==> src/mbw_pkg.sv <==
package mbw_pkg;
   // function codes handled or recognised by the command handler, plus the broadcast address and the communication run source code
   localparam logic [7:0] FN_READ_REGS   = 8'h03;
   localparam logic [7:0] FN_WRITE_COIL  = 8'h05;
   localparam logic [7:0] FN_WRITE_REG   = 8'h06;
   localparam logic [7:0] FN_LOOPBACK    = 8'h08;
   localparam logic [7:0] FN_WRITE_REGS  = 8'h10;
   localparam logic [7:0] BROADCAST_ADDR = 8'h00;
   localparam logic [7:0] RUN_SRC_MODBUS = 8'h03;
   // exception answer encodings
   localparam logic [7:0] EXC_FLAG          = 8'h80;
   localparam logic [7:0] EXC_ILLEGAL_FUNC  = 8'h01;
   localparam logic [7:0] EXC_ILLEGAL_ADDR  = 8'h02;
   localparam logic [7:0] EXC_ILLEGAL_DATA  = 8'h03;
   // coil change data and loop-back subcode
   localparam logic [15:0] COIL_ON       = 16'hff00;
   localparam logic [15:0] COIL_OFF      = 16'h0000;
   localparam logic [15:0] LOOP_SUB_ECHO = 16'h0000;
   // target numbers after the plus-one correction, and the register count limit
   localparam logic [16:0] COIL_FIRST     = 17'h00001;
   localparam logic [16:0] COIL_LAST      = 17'h0000f;
   localparam logic [16:0] REG_FREQ_UPPER = 17'h00001;
   localparam logic [16:0] REG_FREQ_LOWER = 17'h00002;
   localparam logic [16:0] REG_COIL_WORD  = 17'h01f01;
   localparam logic [15:0] MAX_REGS       = 16'h0010;
   // packed coil word layout
   localparam int BIT_RUN     = 1;
   localparam int BIT_DIR     = 2;
   localparam int BIT_EXT     = 3;
   localparam int BIT_TRIP    = 4;
   localparam int BIT_TERM_LO = 7;
   localparam int BIT_TERM_HI = 13;
   localparam logic [15:0] COIL_WORD_MASK = 16'hfffe;
   // reset values and frame geometry
   localparam logic [15:0] COIL_WORD_RESET = 16'h0000;
   localparam logic [15:0] FREQ_RESET      = 16'h0000;
   localparam logic [2:0]  FRAME_BYTES     = 3'd6;
   localparam logic [2:0]  FRAME_LONG      = 3'd7;
   localparam logic [2:0]  EXC_BYTES       = 3'd3;
   typedef logic [7:0] mbw_byte_type;
   typedef enum logic [1:0] {ST_IDLE, ST_EXEC, ST_SEND} mbw_state_type;
endpackage : mbw_pkg

==> src/mbw_frame_if.sv <==
interface mbw_frame_if;
   import mbw_pkg::*;
   logic         valid;
   logic [2:0]   len;
   mbw_byte_type bytes [0:5];
   logic         busy;
   // producer offers a frame, consumer reports it cannot take one
   modport src (output valid, output len, output bytes, input busy);
   modport snk (input valid, input len, input bytes, output busy);
endinterface : mbw_frame_if

==> src/mbw_core.sv <==
module mbw_core
   import mbw_pkg::*;
(
   // clock and reset
   input  wire logic   sys_clk,
   input  wire logic   rst_b,
   // configuration from the drive
   input  wire logic [7:0] own_address,
   input  wire logic [7:0] run_source_select,
   // received payload from the framing engine
   input  wire logic   rx_valid,
   input  wire logic [7:0] rx_byte,
   input  wire logic   rx_end,
   input  wire logic   rx_crc_ok,
   // reply payload to the framing engine
   output logic        tx_valid,
   output logic [7:0]  tx_data,
   output logic        tx_last,
   input  wire logic   tx_ready,
   // drive commands
   output logic        run_command,
   output logic        reverse_direction,
   output logic        outside_fault_flag,
   output logic        trip_clear_flag,
   output logic        terminal_one_function,
   output logic        terminal_two_function,
   output logic        terminal_three_function,
   output logic        terminal_four_function,
   output logic        terminal_five_function,
   output logic        terminal_six_function,
   output logic        terminal_seven_function,
   output logic [31:0] output_frequency_setting,
   output logic [15:0] coil_command_word
);
   import mbw_pkg::*;

   mbw_frame_if rx_if ();
   mbw_frame_if tx_if ();

   mbw_state_type state_q;
   mbw_byte_type  req_q [0:5];
   logic [2:0]    len_q;
   logic [15:0]   coil_word_q;
   logic [15:0]   freq_upper_q;
   logic [15:0]   freq_lower_q;
   logic          run_q;
   logic          reply_valid_q;
   logic [2:0]    reply_len_q;
   mbw_byte_type  reply_q [0:5];

   // decoded request fields
   logic [7:0]    req_addr;
   logic [7:0]    req_func;
   logic [15:0]   req_field;
   logic [15:0]   req_data;
   logic [16:0]   target;
   logic          is_bcast;
   logic [7:0]    exc_code;
   logic          do_coil;
   logic          do_reg;
   logic [15:0]   coil_set;
   logic [15:0]   coil_clr;

   // receive side collects the payload bytes
   mbw_rx_collect u_rx (
      .sys_clk   (sys_clk),
      .rst_b     (rst_b),
      .rx_valid  (rx_valid),
      .rx_byte   (rx_byte),
      .rx_end    (rx_end),
      .rx_crc_ok (rx_crc_ok),
      .frame     (rx_if.src)
   );

   // transmit side serialises the reply
   mbw_tx_serial u_tx (
      .sys_clk  (sys_clk),
      .rst_b    (rst_b),
      .frame    (tx_if.snk),
      .tx_valid (tx_valid),
      .tx_data  (tx_data),
      .tx_last  (tx_last),
      .tx_ready (tx_ready)
   );

   // frames are refused while a request is being handled or answered
   assign rx_if.busy = (state_q != ST_IDLE);

   // field extraction, fields arrive high byte first
   assign req_addr  = req_q[0];
   assign req_func  = req_q[1];
   assign req_field = {req_q[2], req_q[3]};
   assign req_data  = {req_q[4], req_q[5]};
   assign target    = {1'b0, req_field} + 17'h00001;
   assign is_bcast  = (req_addr == BROADCAST_ADDR);

   // command decode and validity checks
   always_comb begin
      exc_code = 8'h00;
      do_coil  = 1'b0;
      do_reg   = 1'b0;
      case (req_func)
         FN_WRITE_COIL: begin
            if (len_q != FRAME_BYTES) begin
               exc_code = EXC_ILLEGAL_DATA;
            end else if (target < COIL_FIRST || target > COIL_LAST) begin
               exc_code = EXC_ILLEGAL_ADDR;
            end else if (req_data != COIL_ON && req_data != COIL_OFF) begin
               exc_code = EXC_ILLEGAL_DATA;
            end else begin
               do_coil = 1'b1;
            end
         end
         FN_WRITE_REG: begin
            if (len_q != FRAME_BYTES) begin
               exc_code = EXC_ILLEGAL_DATA;
            end else if (target != REG_FREQ_UPPER && target != REG_FREQ_LOWER &&
                         target != REG_COIL_WORD) begin
               exc_code = EXC_ILLEGAL_ADDR;
            end else begin
               do_reg = 1'b1;
            end
         end
         FN_LOOPBACK: begin
            if (len_q != FRAME_BYTES) begin
               exc_code = EXC_ILLEGAL_DATA;
            end else if (req_field != LOOP_SUB_ECHO) begin
               exc_code = EXC_ILLEGAL_FUNC;
            end
         end
         FN_READ_REGS, FN_WRITE_REGS: begin
            // count check only; a valid count is still answered with an illegal function exception
            if (req_data == 16'h0000 || req_data > MAX_REGS) begin
               exc_code = EXC_ILLEGAL_DATA;
            end else begin
               exc_code = EXC_ILLEGAL_FUNC;
            end
         end
         default: begin
            exc_code = EXC_ILLEGAL_FUNC;
         end
      endcase
   end

   // bit masks for a single coil write
   // bit n of the word is coil n, bit 0 has no coil behind it
   always_comb begin
      coil_set = 16'h0000;
      coil_clr = 16'h0000;
      if (do_coil) begin
         if (req_data == COIL_ON) begin
            coil_set[target[3:0]] = 1'b1;
         end else begin
            coil_clr[target[3:0]] = 1'b1;
         end
      end
   end

   // request handling sequence
   always_ff @(posedge sys_clk or negedge rst_b) begin
      if (!rst_b) begin
         state_q <= ST_IDLE;
      end else begin
         case (state_q)
            ST_IDLE: begin
               if (rx_if.valid && (rx_if.bytes[0] == own_address ||
                                   rx_if.bytes[0] == BROADCAST_ADDR)) begin
                  state_q <= ST_EXEC;
               end
            end
            ST_EXEC: begin
               state_q <= is_bcast ? ST_IDLE : ST_SEND;
            end
            ST_SEND: begin
               // leave only once the serialiser has drained, so a new request
               // can never overwrite a reply that is still going out
               if (!reply_valid_q && !tx_if.busy) begin
                  state_q <= ST_IDLE;
               end
            end
            default: begin
               state_q <= ST_IDLE;
            end
         endcase
      end
   end

   // latch the accepted request
   // frames for other slaves are latched too but never leave the idle state
   always_ff @(posedge sys_clk or negedge rst_b) begin
      if (!rst_b) begin
         len_q <= 3'd0;
         for (int i = 0; i < 6; i++) req_q[i] <= 8'h00;
      end else if (state_q == ST_IDLE && rx_if.valid) begin
         len_q <= rx_if.len;
         req_q <= rx_if.bytes;
      end
   end

   // packed coil word: single coils or the whole word through register REG_COIL_WORD
   always_ff @(posedge sys_clk or negedge rst_b) begin
      if (!rst_b) begin
         coil_word_q <= COIL_WORD_RESET;
      end else if (state_q == ST_EXEC) begin
         if (do_reg && target == REG_COIL_WORD) begin
            coil_word_q <= req_data & COIL_WORD_MASK;
         end else begin
            coil_word_q <= (coil_word_q | coil_set) & ~coil_clr;
         end
      end
   end

   // frequency setpoint words, each accepted alone
   always_ff @(posedge sys_clk or negedge rst_b) begin
      if (!rst_b) begin
         freq_upper_q <= FREQ_RESET;
         freq_lower_q <= FREQ_RESET;
      end else if (state_q == ST_EXEC && do_reg) begin
         if (target == REG_FREQ_UPPER) begin
            freq_upper_q <= req_data;
         end
         if (target == REG_FREQ_LOWER) begin
            freq_lower_q <= req_data;
         end
      end
   end

   // run is honoured only with the communication run source selected
   // dropping the source selection stops the drive one cycle later
   always_ff @(posedge sys_clk or negedge rst_b) begin
      if (!rst_b) begin
         run_q <= 1'b0;
      end else begin
         run_q <= coil_word_q[BIT_RUN] && (run_source_select == RUN_SRC_MODBUS);
      end
   end

   // build the reply: echo on success, short exception frame otherwise
   // broadcasts never get here, so their exceptions stay silent as well
   always_ff @(posedge sys_clk or negedge rst_b) begin
      if (!rst_b) begin
         reply_valid_q <= 1'b0;
         reply_len_q   <= 3'd0;
         for (int i = 0; i < 6; i++) reply_q[i] <= 8'h00;
      end else if (state_q == ST_EXEC && !is_bcast) begin
         reply_valid_q <= 1'b1;
         if (exc_code == 8'h00) begin
            reply_len_q <= FRAME_BYTES;
            reply_q     <= req_q;
         end else begin
            reply_len_q <= EXC_BYTES;
            reply_q[0]  <= req_addr;
            reply_q[1]  <= req_func | EXC_FLAG;
            reply_q[2]  <= exc_code;
            reply_q[3]  <= 8'h00;
            reply_q[4]  <= 8'h00;
            reply_q[5]  <= 8'h00;
         end
      end else begin
         reply_valid_q <= 1'b0;
      end
   end

   assign tx_if.valid = reply_valid_q;
   assign tx_if.len   = reply_len_q;
   assign tx_if.bytes = reply_q;

   // drive command outputs straight from the stored word, except run_command which comes from the gated run_q
   assign run_command             = run_q;
   assign reverse_direction       = coil_word_q[BIT_DIR];
   assign outside_fault_flag      = coil_word_q[BIT_EXT];
   assign trip_clear_flag         = coil_word_q[BIT_TRIP];
   assign terminal_one_function   = coil_word_q[BIT_TERM_LO];
   assign terminal_two_function   = coil_word_q[BIT_TERM_LO + 1];
   assign terminal_three_function = coil_word_q[BIT_TERM_LO + 2];
   assign terminal_four_function  = coil_word_q[BIT_TERM_LO + 3];
   assign terminal_five_function  = coil_word_q[BIT_TERM_LO + 4];
   assign terminal_six_function   = coil_word_q[BIT_TERM_LO + 5];
   assign terminal_seven_function = coil_word_q[BIT_TERM_HI];
   // unsigned count of 0.01 Hz steps, upper word first
   assign output_frequency_setting = {freq_upper_q, freq_lower_q};
   assign coil_command_word        = coil_word_q;
endmodule : mbw_core

==> src/mbw_rx_collect.sv <==
module mbw_rx_collect
   import mbw_pkg::*;
(
   // clock and reset
   input  wire logic   sys_clk,
   input  wire logic   rst_b,
   // byte stream from the framing engine, crc already stripped
   input  wire logic   rx_valid,
   input  wire logic [7:0] rx_byte,
   input  wire logic   rx_end,
   input  wire logic   rx_crc_ok,
   // collected frame towards the command core
   mbw_frame_if.src    frame
);
   import mbw_pkg::*;
   logic [2:0]   count_q;
   mbw_byte_type buf_q [0:5];
   logic         valid_q;

   // byte counter saturates at the long-frame marker
   always_ff @(posedge sys_clk or negedge rst_b) begin
      if (!rst_b) begin
         count_q <= 3'd0;
      end else if (rx_end) begin
         count_q <= 3'd0;
      end else if (rx_valid && count_q != FRAME_LONG) begin
         count_q <= count_q + 3'd1;
      end
   end

   // keep the first six payload bytes
   always_ff @(posedge sys_clk or negedge rst_b) begin
      if (!rst_b) begin
         for (int i = 0; i < 6; i++) buf_q[i] <= 8'h00;
      end else if (rx_valid && count_q < FRAME_BYTES) begin
         buf_q[count_q] <= rx_byte;
      end
   end

   // offer a good frame; a frame arriving while the core is busy is dropped
   always_ff @(posedge sys_clk or negedge rst_b) begin
      if (!rst_b) begin
         valid_q <= 1'b0;
      end else begin
         valid_q <= rx_end && rx_crc_ok && !frame.busy && count_q >= 3'd2;
      end
   end

   assign frame.valid = valid_q;
   assign frame.bytes = buf_q;
   // length is held only until the next frame ends, the core latches it
   always_ff @(posedge sys_clk or negedge rst_b) begin
      if (!rst_b) begin
         frame.len <= 3'd0;
      end else if (rx_end) begin
         frame.len <= count_q;
      end
   end
endmodule : mbw_rx_collect

==> src/mbw_tx_serial.sv <==
module mbw_tx_serial
   import mbw_pkg::*;
(
   // clock and reset
   input  wire logic   sys_clk,
   input  wire logic   rst_b,
   // reply frame from the command core
   mbw_frame_if.snk    frame,
   // byte stream to the framing engine, which appends the crc
   output logic        tx_valid,
   output logic [7:0]  tx_data,
   output logic        tx_last,
   input  wire logic   tx_ready
);
   import mbw_pkg::*;
   mbw_byte_type buf_q [0:5];
   logic [2:0]   len_q;
   logic [2:0]   idx_q;
   logic         busy_q;
   logic [7:0]   data_q;
   logic         last_q;

   // capture a reply and walk through it under tx_ready back-pressure
   always_ff @(posedge sys_clk or negedge rst_b) begin
      if (!rst_b) begin
         busy_q <= 1'b0;
         len_q  <= 3'd0;
         idx_q  <= 3'd0;
         for (int i = 0; i < 6; i++) buf_q[i] <= 8'h00;
      end else if (!busy_q) begin
         if (frame.valid) begin
            busy_q <= 1'b1;
            len_q  <= frame.len;
            idx_q  <= 3'd0;
            buf_q  <= frame.bytes;
         end
      end else if (tx_ready) begin
         if (idx_q == len_q - 3'd1) begin
            busy_q <= 1'b0;
         end
         idx_q <= idx_q + 3'd1;
      end
   end

   // offered byte and last mark are registered so the outputs come from flops
   always_ff @(posedge sys_clk or negedge rst_b) begin
      if (!rst_b) begin
         data_q <= 8'h00;
         last_q <= 1'b0;
      end else if (!busy_q) begin
         if (frame.valid) begin
            data_q <= frame.bytes[0];
            last_q <= (frame.len == 3'd1);
         end
      end else if (tx_ready) begin
         last_q <= (idx_q + 3'd2 == len_q);
         if (!last_q) begin
            data_q <= buf_q[idx_q + 3'd1];
         end
      end
   end

   assign frame.busy = busy_q;
   assign tx_valid   = busy_q;
   assign tx_data    = data_q;
   assign tx_last    = last_q;
endmodule : mbw_tx_serial

==> config.mk <==
export PLATFORM = sky130hd
export DESIGN_NAME = mbw_core
export DESIGN_NICKNAME = d
export VERILOG_FILES = /design/src/mbw_pkg.sv /design/src/mbw_frame_if.sv /design/src/mbw_core.sv /design/src/mbw_rx_collect.sv /design/src/mbw_tx_serial.sv
export SDC_FILE = /design/constraint.sdc
export NUM_CORES = 1
export LEC_CHECK = 0
export ABC_CLOCK_PERIOD_IN_PS = 2900
export BUFFER_PORTS_ARGS = -buffer_cell sky130_fd_sc_hd__buf_2
export CAP_MARGIN = 20
export CORE_MARGIN = 3
export CORE_UTILIZATION = 41
export DETAILED_ROUTE_END_ITERATION = 8
export SYNTH_ARGS = -nofsm -noshare
export SYNTH_HDL_FRONTEND = slang
export SYNTH_SLANG_ARGS = --single-unit
==> constraint.sdc <==
create_clock -name sys_clk -period 2.9 [get_ports sys_clk]
set_input_delay 0.145 -clock sys_clk [delete_from_list [all_inputs] [get_ports sys_clk]]
set_output_delay 0.145 -clock sys_clk [all_outputs]
set_load 0.1 [all_outputs]
## Word level (Yosys, flattened, before mapping)

Cells that the tools add are included.

| storage, ports and cells | value |
|---|---|
| bits in registers | 273 |
| latch bits | 0 |
| bits in writable memories | 0 |
| memory bits (read-only) | 0 |
| output and inout port bits | 69 |
| memories kept | 0 |

| cells by class | value |
|---|---|
| add/sub/neg operators | 5 |
| $mul | 0 |
| divide/modulo/power cells | 0 |
| magnitude comparators | 10 |
| equal/unequal tests | 26 |
| shift-type cells | 0 |
| mux-type cells | 52 |
| bitwise logic cells | 6 |
| reduce and logical (&&, ||, !) cells | 41 |

Operator list:

| kind | number |
|---|---|
| two-way mux 16 bit | 5 |
| two-way mux 8 bit | 8 |
| bitwise mux 48 bit | 1 |
| two-way mux 40 bit | 1 |
| one-hot mux 8 bit (4 select lines) | 1 |
| nonzero test 16 bit | 2 |
| binary-select mux 8 bit (select 3 bit) | 1 |
| demux 8 bit (select 3 bit) | 1 |
| logical NOT 8 bit | 3 |
| two-way mux 2 bit | 9 |
| two-way mux 3 bit | 6 |
| adder 16 x 1 -> 17 bit, second input constant | 1 |
| == test 17 x 1 -> 1 bit, second input constant | 1 |
| == test 17 x 13 -> 1 bit, second input constant | 1 |
| == test 17 x 2 -> 1 bit, second input constant | 1 |
| > comparator 17 x 4 -> 1 bit, second input constant | 1 |
| logical AND 1 bit | 17 |
| < comparator 17 x 1 -> 1 bit, second input constant | 1 |
| two-way mux 1 bit | 17 |
| inequality test 17 x 1 -> 1 bit, second input constant | 1 |
| inequality test 17 x 13 -> 1 bit, second input constant | 1 |
| inequality test 17 x 2 -> 1 bit, second input constant | 1 |
| AND 16 bit | 1 |
| == test 16 bit, second input constant | 1 |
| 36 further kinds | 57 |

## Longest topological paths before layout

| depth | value |
|---|---|
| depth after elaboration | 10 |
| depth in mapped cells | 13 |
| mapped depth without buffers | 10 |

## Modules after synthesis

From an unflattened synthesis, not the netlist that was laid out.

| second synthesis, totals | value |
|---|---|
| cells, all modules | 1083 |
| area total of the unflattened synthesis | 12316.8 um^2 |

By module, submodules not included:

| module | instances | cells an instance | area each (um^2) |
|---|---|---|---|
| mbw_core | 1 | 625 | 7160.6 |
| mbw_tx_serial | 1 | 327 | 2996.6 |
| mbw_rx_collect | 1 | 131 | 2159.6 |

## Least setup slack after synthesis

No wires, ideal clock.

| timing path | value |
|---|---|
| kind | register to register |
| start point | register req_q (netlist bit req_field[0]) |
| end point | register freq_upper_q[10] |
| data arrival time | 2792 ps |
| data required time | 2775 ps |
| slack | -17 ps |
| cell stages (with the launch flop) | 12 |
| path buffers | 3 |
| clock period less this slack | 2917 ps |
| cells stage by stage | dfrtp_1 > ha_1 > buf_4 > nand4_4 > or3_4 > or4_4 > o21ai_2 > and3_4 > and4_1 > buf_4 > buf_6 > mux2_2 |

| between the ends | value |
|---|---|
| word-level cells in the longest chain between the ends | 9 |
| elaborated cells between the ends (all ways) | 12 |
| classes of those cells | add/sub: 1; eq/ne: 4; mux: 3; reduce/logical: 4 |

Ends and longest elaborated chain:

| element | RTL line | RTL |
|---|---|---|
| start: declaration | mbw_core.sv:41 | `mbw_byte_type req_q [0:5];` |
| start signal: assignment | mbw_core.sv:196 | `req_q <= rx_if.bytes;` |
| adder 16 x 1 -> 17 bit * | mbw_core.sv:94 | `assign target = {1'b0, req_field} + 17'h00001;` |
| inequality test 17 x 1 -> 1 bit or inequality test 17 x 2 -> 1 bit (tied branches) | mbw_core.sv:117 | `end else if (target != REG_FREQ_UPPER && target != REG_FREQ_LOWER &&` |
| logical AND 1 bit (2 in series) | mbw_core.sv:117 |  |
| two-way mux 1 bit | mbw_core.sv:117 |  |
| two-way mux 1 bit | mbw_core.sv:115 | `if (len_q != FRAME_BYTES) begin` |
| two-way mux 1 bit | mbw_core.sv:102 | `case (req_func)` |
| logical AND 1 bit | mbw_core.sv:218 | `end else if (state_q == ST_EXEC && do_reg) begin` |
| AND reduction 2 bit (no line) * | -- |  |
| end signal: assignment | mbw_core.sv:220 | `freq_upper_q <= req_data;` |
| end: declaration | mbw_core.sv:44 | `logic [15:0] freq_upper_q;` |

Every way passes the cells marked *; elsewhere a longest branch is shown, timed or not.
A chain may end at the register's enable or synchronous reset.

## Worst setup path after layout

| timing path | value |
|---|---|
| start point | register req_q (netlist bit req_field[1]) |
| end point | register freq_upper_q[9] |

The elaborated chain is that of the path after synthesis.

==> flow_summary.json <==
{
  "port_buffers": 98,
  "min_path_type": "in2reg",
  "setup_viol": 0,
  "holdWs_ns": 0.0201,
  "fp-row-count": 62,
  "period_needed_ns": 2.87,
  "overflow": 0,
  "synth_fp_nets": 987,
  "drt_iter0_drc": 554,
  "clockBufferDepth": 3,
  "endpoint_kind": "register",
  "cts_sinks": 273,
  "critPathLaunchType": "register",
  "wl_per_cell_um": 19.1,
  "place_inst": 1423,
  "gp_congestion": 0.864,
  "grt_pass1_vias": 7872,
  "stdcell_count": 1490,
  "holdPathStages": 2,
  "drive_above_1_share_pct": 39.1,
  "maxCapViolations": 0,
  "yosysMostFrequentCell": "dfrtp_1",
  "fillers": 2560,
  "rr_startpoint": "req_field[1]",
  "regArea_um2": 6840,
  "yosysSeqAreaShare_pct": 56.4,
  "root_buffer": "clkbuf_16",
  "synthCells": 948,
  "boundaryPins": 99,
  "dieArea_um2": 31600,
  "total_leakage_power_nw": 7.16,
  "grt_max_degree": 87,
  "synthFlopType": "dfrtp_1",
  "reg2regPathDepth": 9,
  "cp_max_fo": 8,
  "peakVddDrop_v": 0.000442,
  "async_flop_share_pct": 100,
  "ys_top_cells_by_area": "dfrtp_1 (56%), mux2_2 (16%), nand2_1 (2.9%)",
  "regToRegSetupSlack_ns": 0.03,
  "multi_input_comb_area_um2": 5060,
  "core_area_um2": 28900,
  "finalClockSkew_ns": 0.0180,
  "hold_violations": 0,
  "ys_ff_latch": 273,
  "n_antenna_cell": 0,
  "max_slew.worst_pin.slew_ns": 0.688,
  "die_w_um": 178,
  "viasPerCell": 5.36,
  "wirelength_mm": 28.5,
  "clk_transition_reported_paths_ns": 0.06,
  "arrival_ns": 3.29,
  "dr.pass1.iters": 5,
  "nets": 1125,
  "die_y_um": 178,
  "grt_first_pass_wirelength_mm": 44.8,
  "period_share_pct": 99.1,
  "synth_top_area_share_pct": 56.4,
  "ys_types": 68,
  "antenna_found_initial": 0,
  "area.growth.synth_to_final_pct": 19.8,
  "power.density_nw_per_um2": 758,
  "synth_top_area_cell": "dfrtp_1",
  "cts_tree": "done",
  "initial_core_util_pct": 41.9,
  "netlist_area_um2": 12100,
  "drcViolationCount": 0,
  "dp_hpwl_mm": 19.5,
  "whs_endpoint": "u_rx.frame.bytes[18]",
  "placed_area_um2": 13300,
  "hold_start": "rx_byte[2]",
  "synth_common_cells": "dfrtp_1 (273), mux2_2 (176), nand2_1 (94)",
  "worstPathRequired_ns": 3.32,
  "worstSetupPathType": "reg2reg",
  "clock_latency_ns": 0.54,
  "relSlewSlack_pct": 54.1,
  "synth_edf_count": 0,
  "max_freq_ghz": 0.348,
  "syn_avg_cell_area_um2": 12.8,
  "h-tree-depth": 1,
  "cts_buffers": 28,
  "maxSlewViolCount": 0,
  "yosys_warnings": 0,
  "final_area_um2": 14500,
  "vias": 7984,
  "antenna_left": 0,
  "r2r-end": "freq_upper_q[9]",
  "status": "complete, no violations",
  "grtUsageTotal_pct": 17.8
}
[worst max path at each step]
stage / startpoint / end / slack (ns) / depth (start not counted)
after floorplan: req_field[0] / freq_upper_q[10] / 0.01 / 11
after global placement: req_field[1] / freq_upper_q[15] / 0.03 / 9
after detailed placement: req_field[1] / freq_upper_q[8] / 0.007 / 9
after CTS: req_field[1] / freq_upper_q[8] / 0.006 / 9
after global routing: req_field[1] / freq_upper_q[12] / -0.05 / 9
final: req_field[1] / freq_upper_q[9] / 0.03 / 9
[area by class of cell]
class | count | share of cell area (%)
Sequential cell | 273 | 47.1
Multi-Input combinational cell | 598 | 34.9
Timing Repair Buffer | 169 | 7.95
Clock buffer | 40 | 5.63
Tap cell | 384 | 3.31
Clock inverter | 10 | 0.724
Inverter | 16 | 0.414
[routing by layer]
metal / wire, um / track usage (%)
met1: 13400 / 25.9
met2: 13300 / 27.9
met5: 0 / 0
met4: 812 / 4.97
met3: 1010 / 2.67
[per-stage QoR]
stage	worst slack (ns)	TNS (ns)	power, mW	util (%)
after detailed placement	0.00652	0	7.35	45.9
after floorplan	0.00953	0	6.55	-
after global routing	-0.0525	-1.42	11.5	50.2
after CTS	0.00648	0	11.0	49.4
after global placement	0.0332	0	7.32	45.9
final	0.0251	0	11.0	50.2
[critical path: stages (launching register included)]
cell       delay [ns]
dfrtp_1          0.39
ha_4             0.17
nand4_4          0.12
nor4_2           0.31
mux2_2           0.41
a211oi_4         0.31
and3_4           0.28
and4_4           0.28
clkbuf_16        0.17
mux2_1           0.32
[where the power goes]
part,leakage (nW),switching (mW),internal (mW)
Clock,0.452,1.44,2.13
Sequential,3.69,0.424,4.30
Combinational,3.01,1.67,1.03
[layout by cell type, fill, tap and decap left out, types with 10 or more instances in the layout]
cell type	count
dfrtp_1	269
mux2_2	176
buf_2	97
nand2_1	94
buf_4	53
nor2_1	33
clkbuf_16	30
o21ai_0	27
a22o_1	22
inv_1	16
xor2_1	15
a211o_1	14
nor3_1	13
o221a_2	12
mux2i_1	11
dlygate4sd3_1	11
nor4_1	10
[what timing repair did]
item,CTS,global route
setup endpoints to repair,5,73
cloned,0,1
hold buffers,11,0
gates resized for setup,1,27
pin swaps,0,11
buffers inserted,0,5
endpoints found under the hold margin,115,0
[kinds of logic (layout without fill, tap and decap cells)]
logic type / after synthesis / in the layout / synth area share [%]
AO/OA/AOI/OAI: 124 / 124 / 7.95
XOR/XNOR: 24 / 24 / 1.74
adder cells (fa/ha/maj): 9 / 9 / 0.930
buffers and inverters: 77 / 235 / 3.10
flip-flops: 273 / 273 / 56.4
multiplexers: 203 / 203 / 19.5
AND/OR/NAND/NOR: 238 / 238 / 10.4
[flip-flops by register name (all words and copies together) (netlist names), 2 cells and up]
| register | count |
|---|---|
| coil_command_word | 16 |
| freq_lower_q | 16 |
| freq_upper_q | 16 |
| len_q | 3 |
| reply_len_q | 3 |
| reply_q | 48 |
| req_addr | 8 |
| req_data | 16 |
| req_field | 16 |
| req_func | 8 |
| state_q | 2 |
| u_rx.count_q | 3 |
| u_rx.frame.bytes | 48 |
| u_rx.frame.len | 3 |
| u_tx.buf_q | 48 |
| u_tx.idx_q | 3 |
| u_tx.len_q | 3 |
| u_tx.tx_data | 8 |
(Power assumes the default switching activity.)
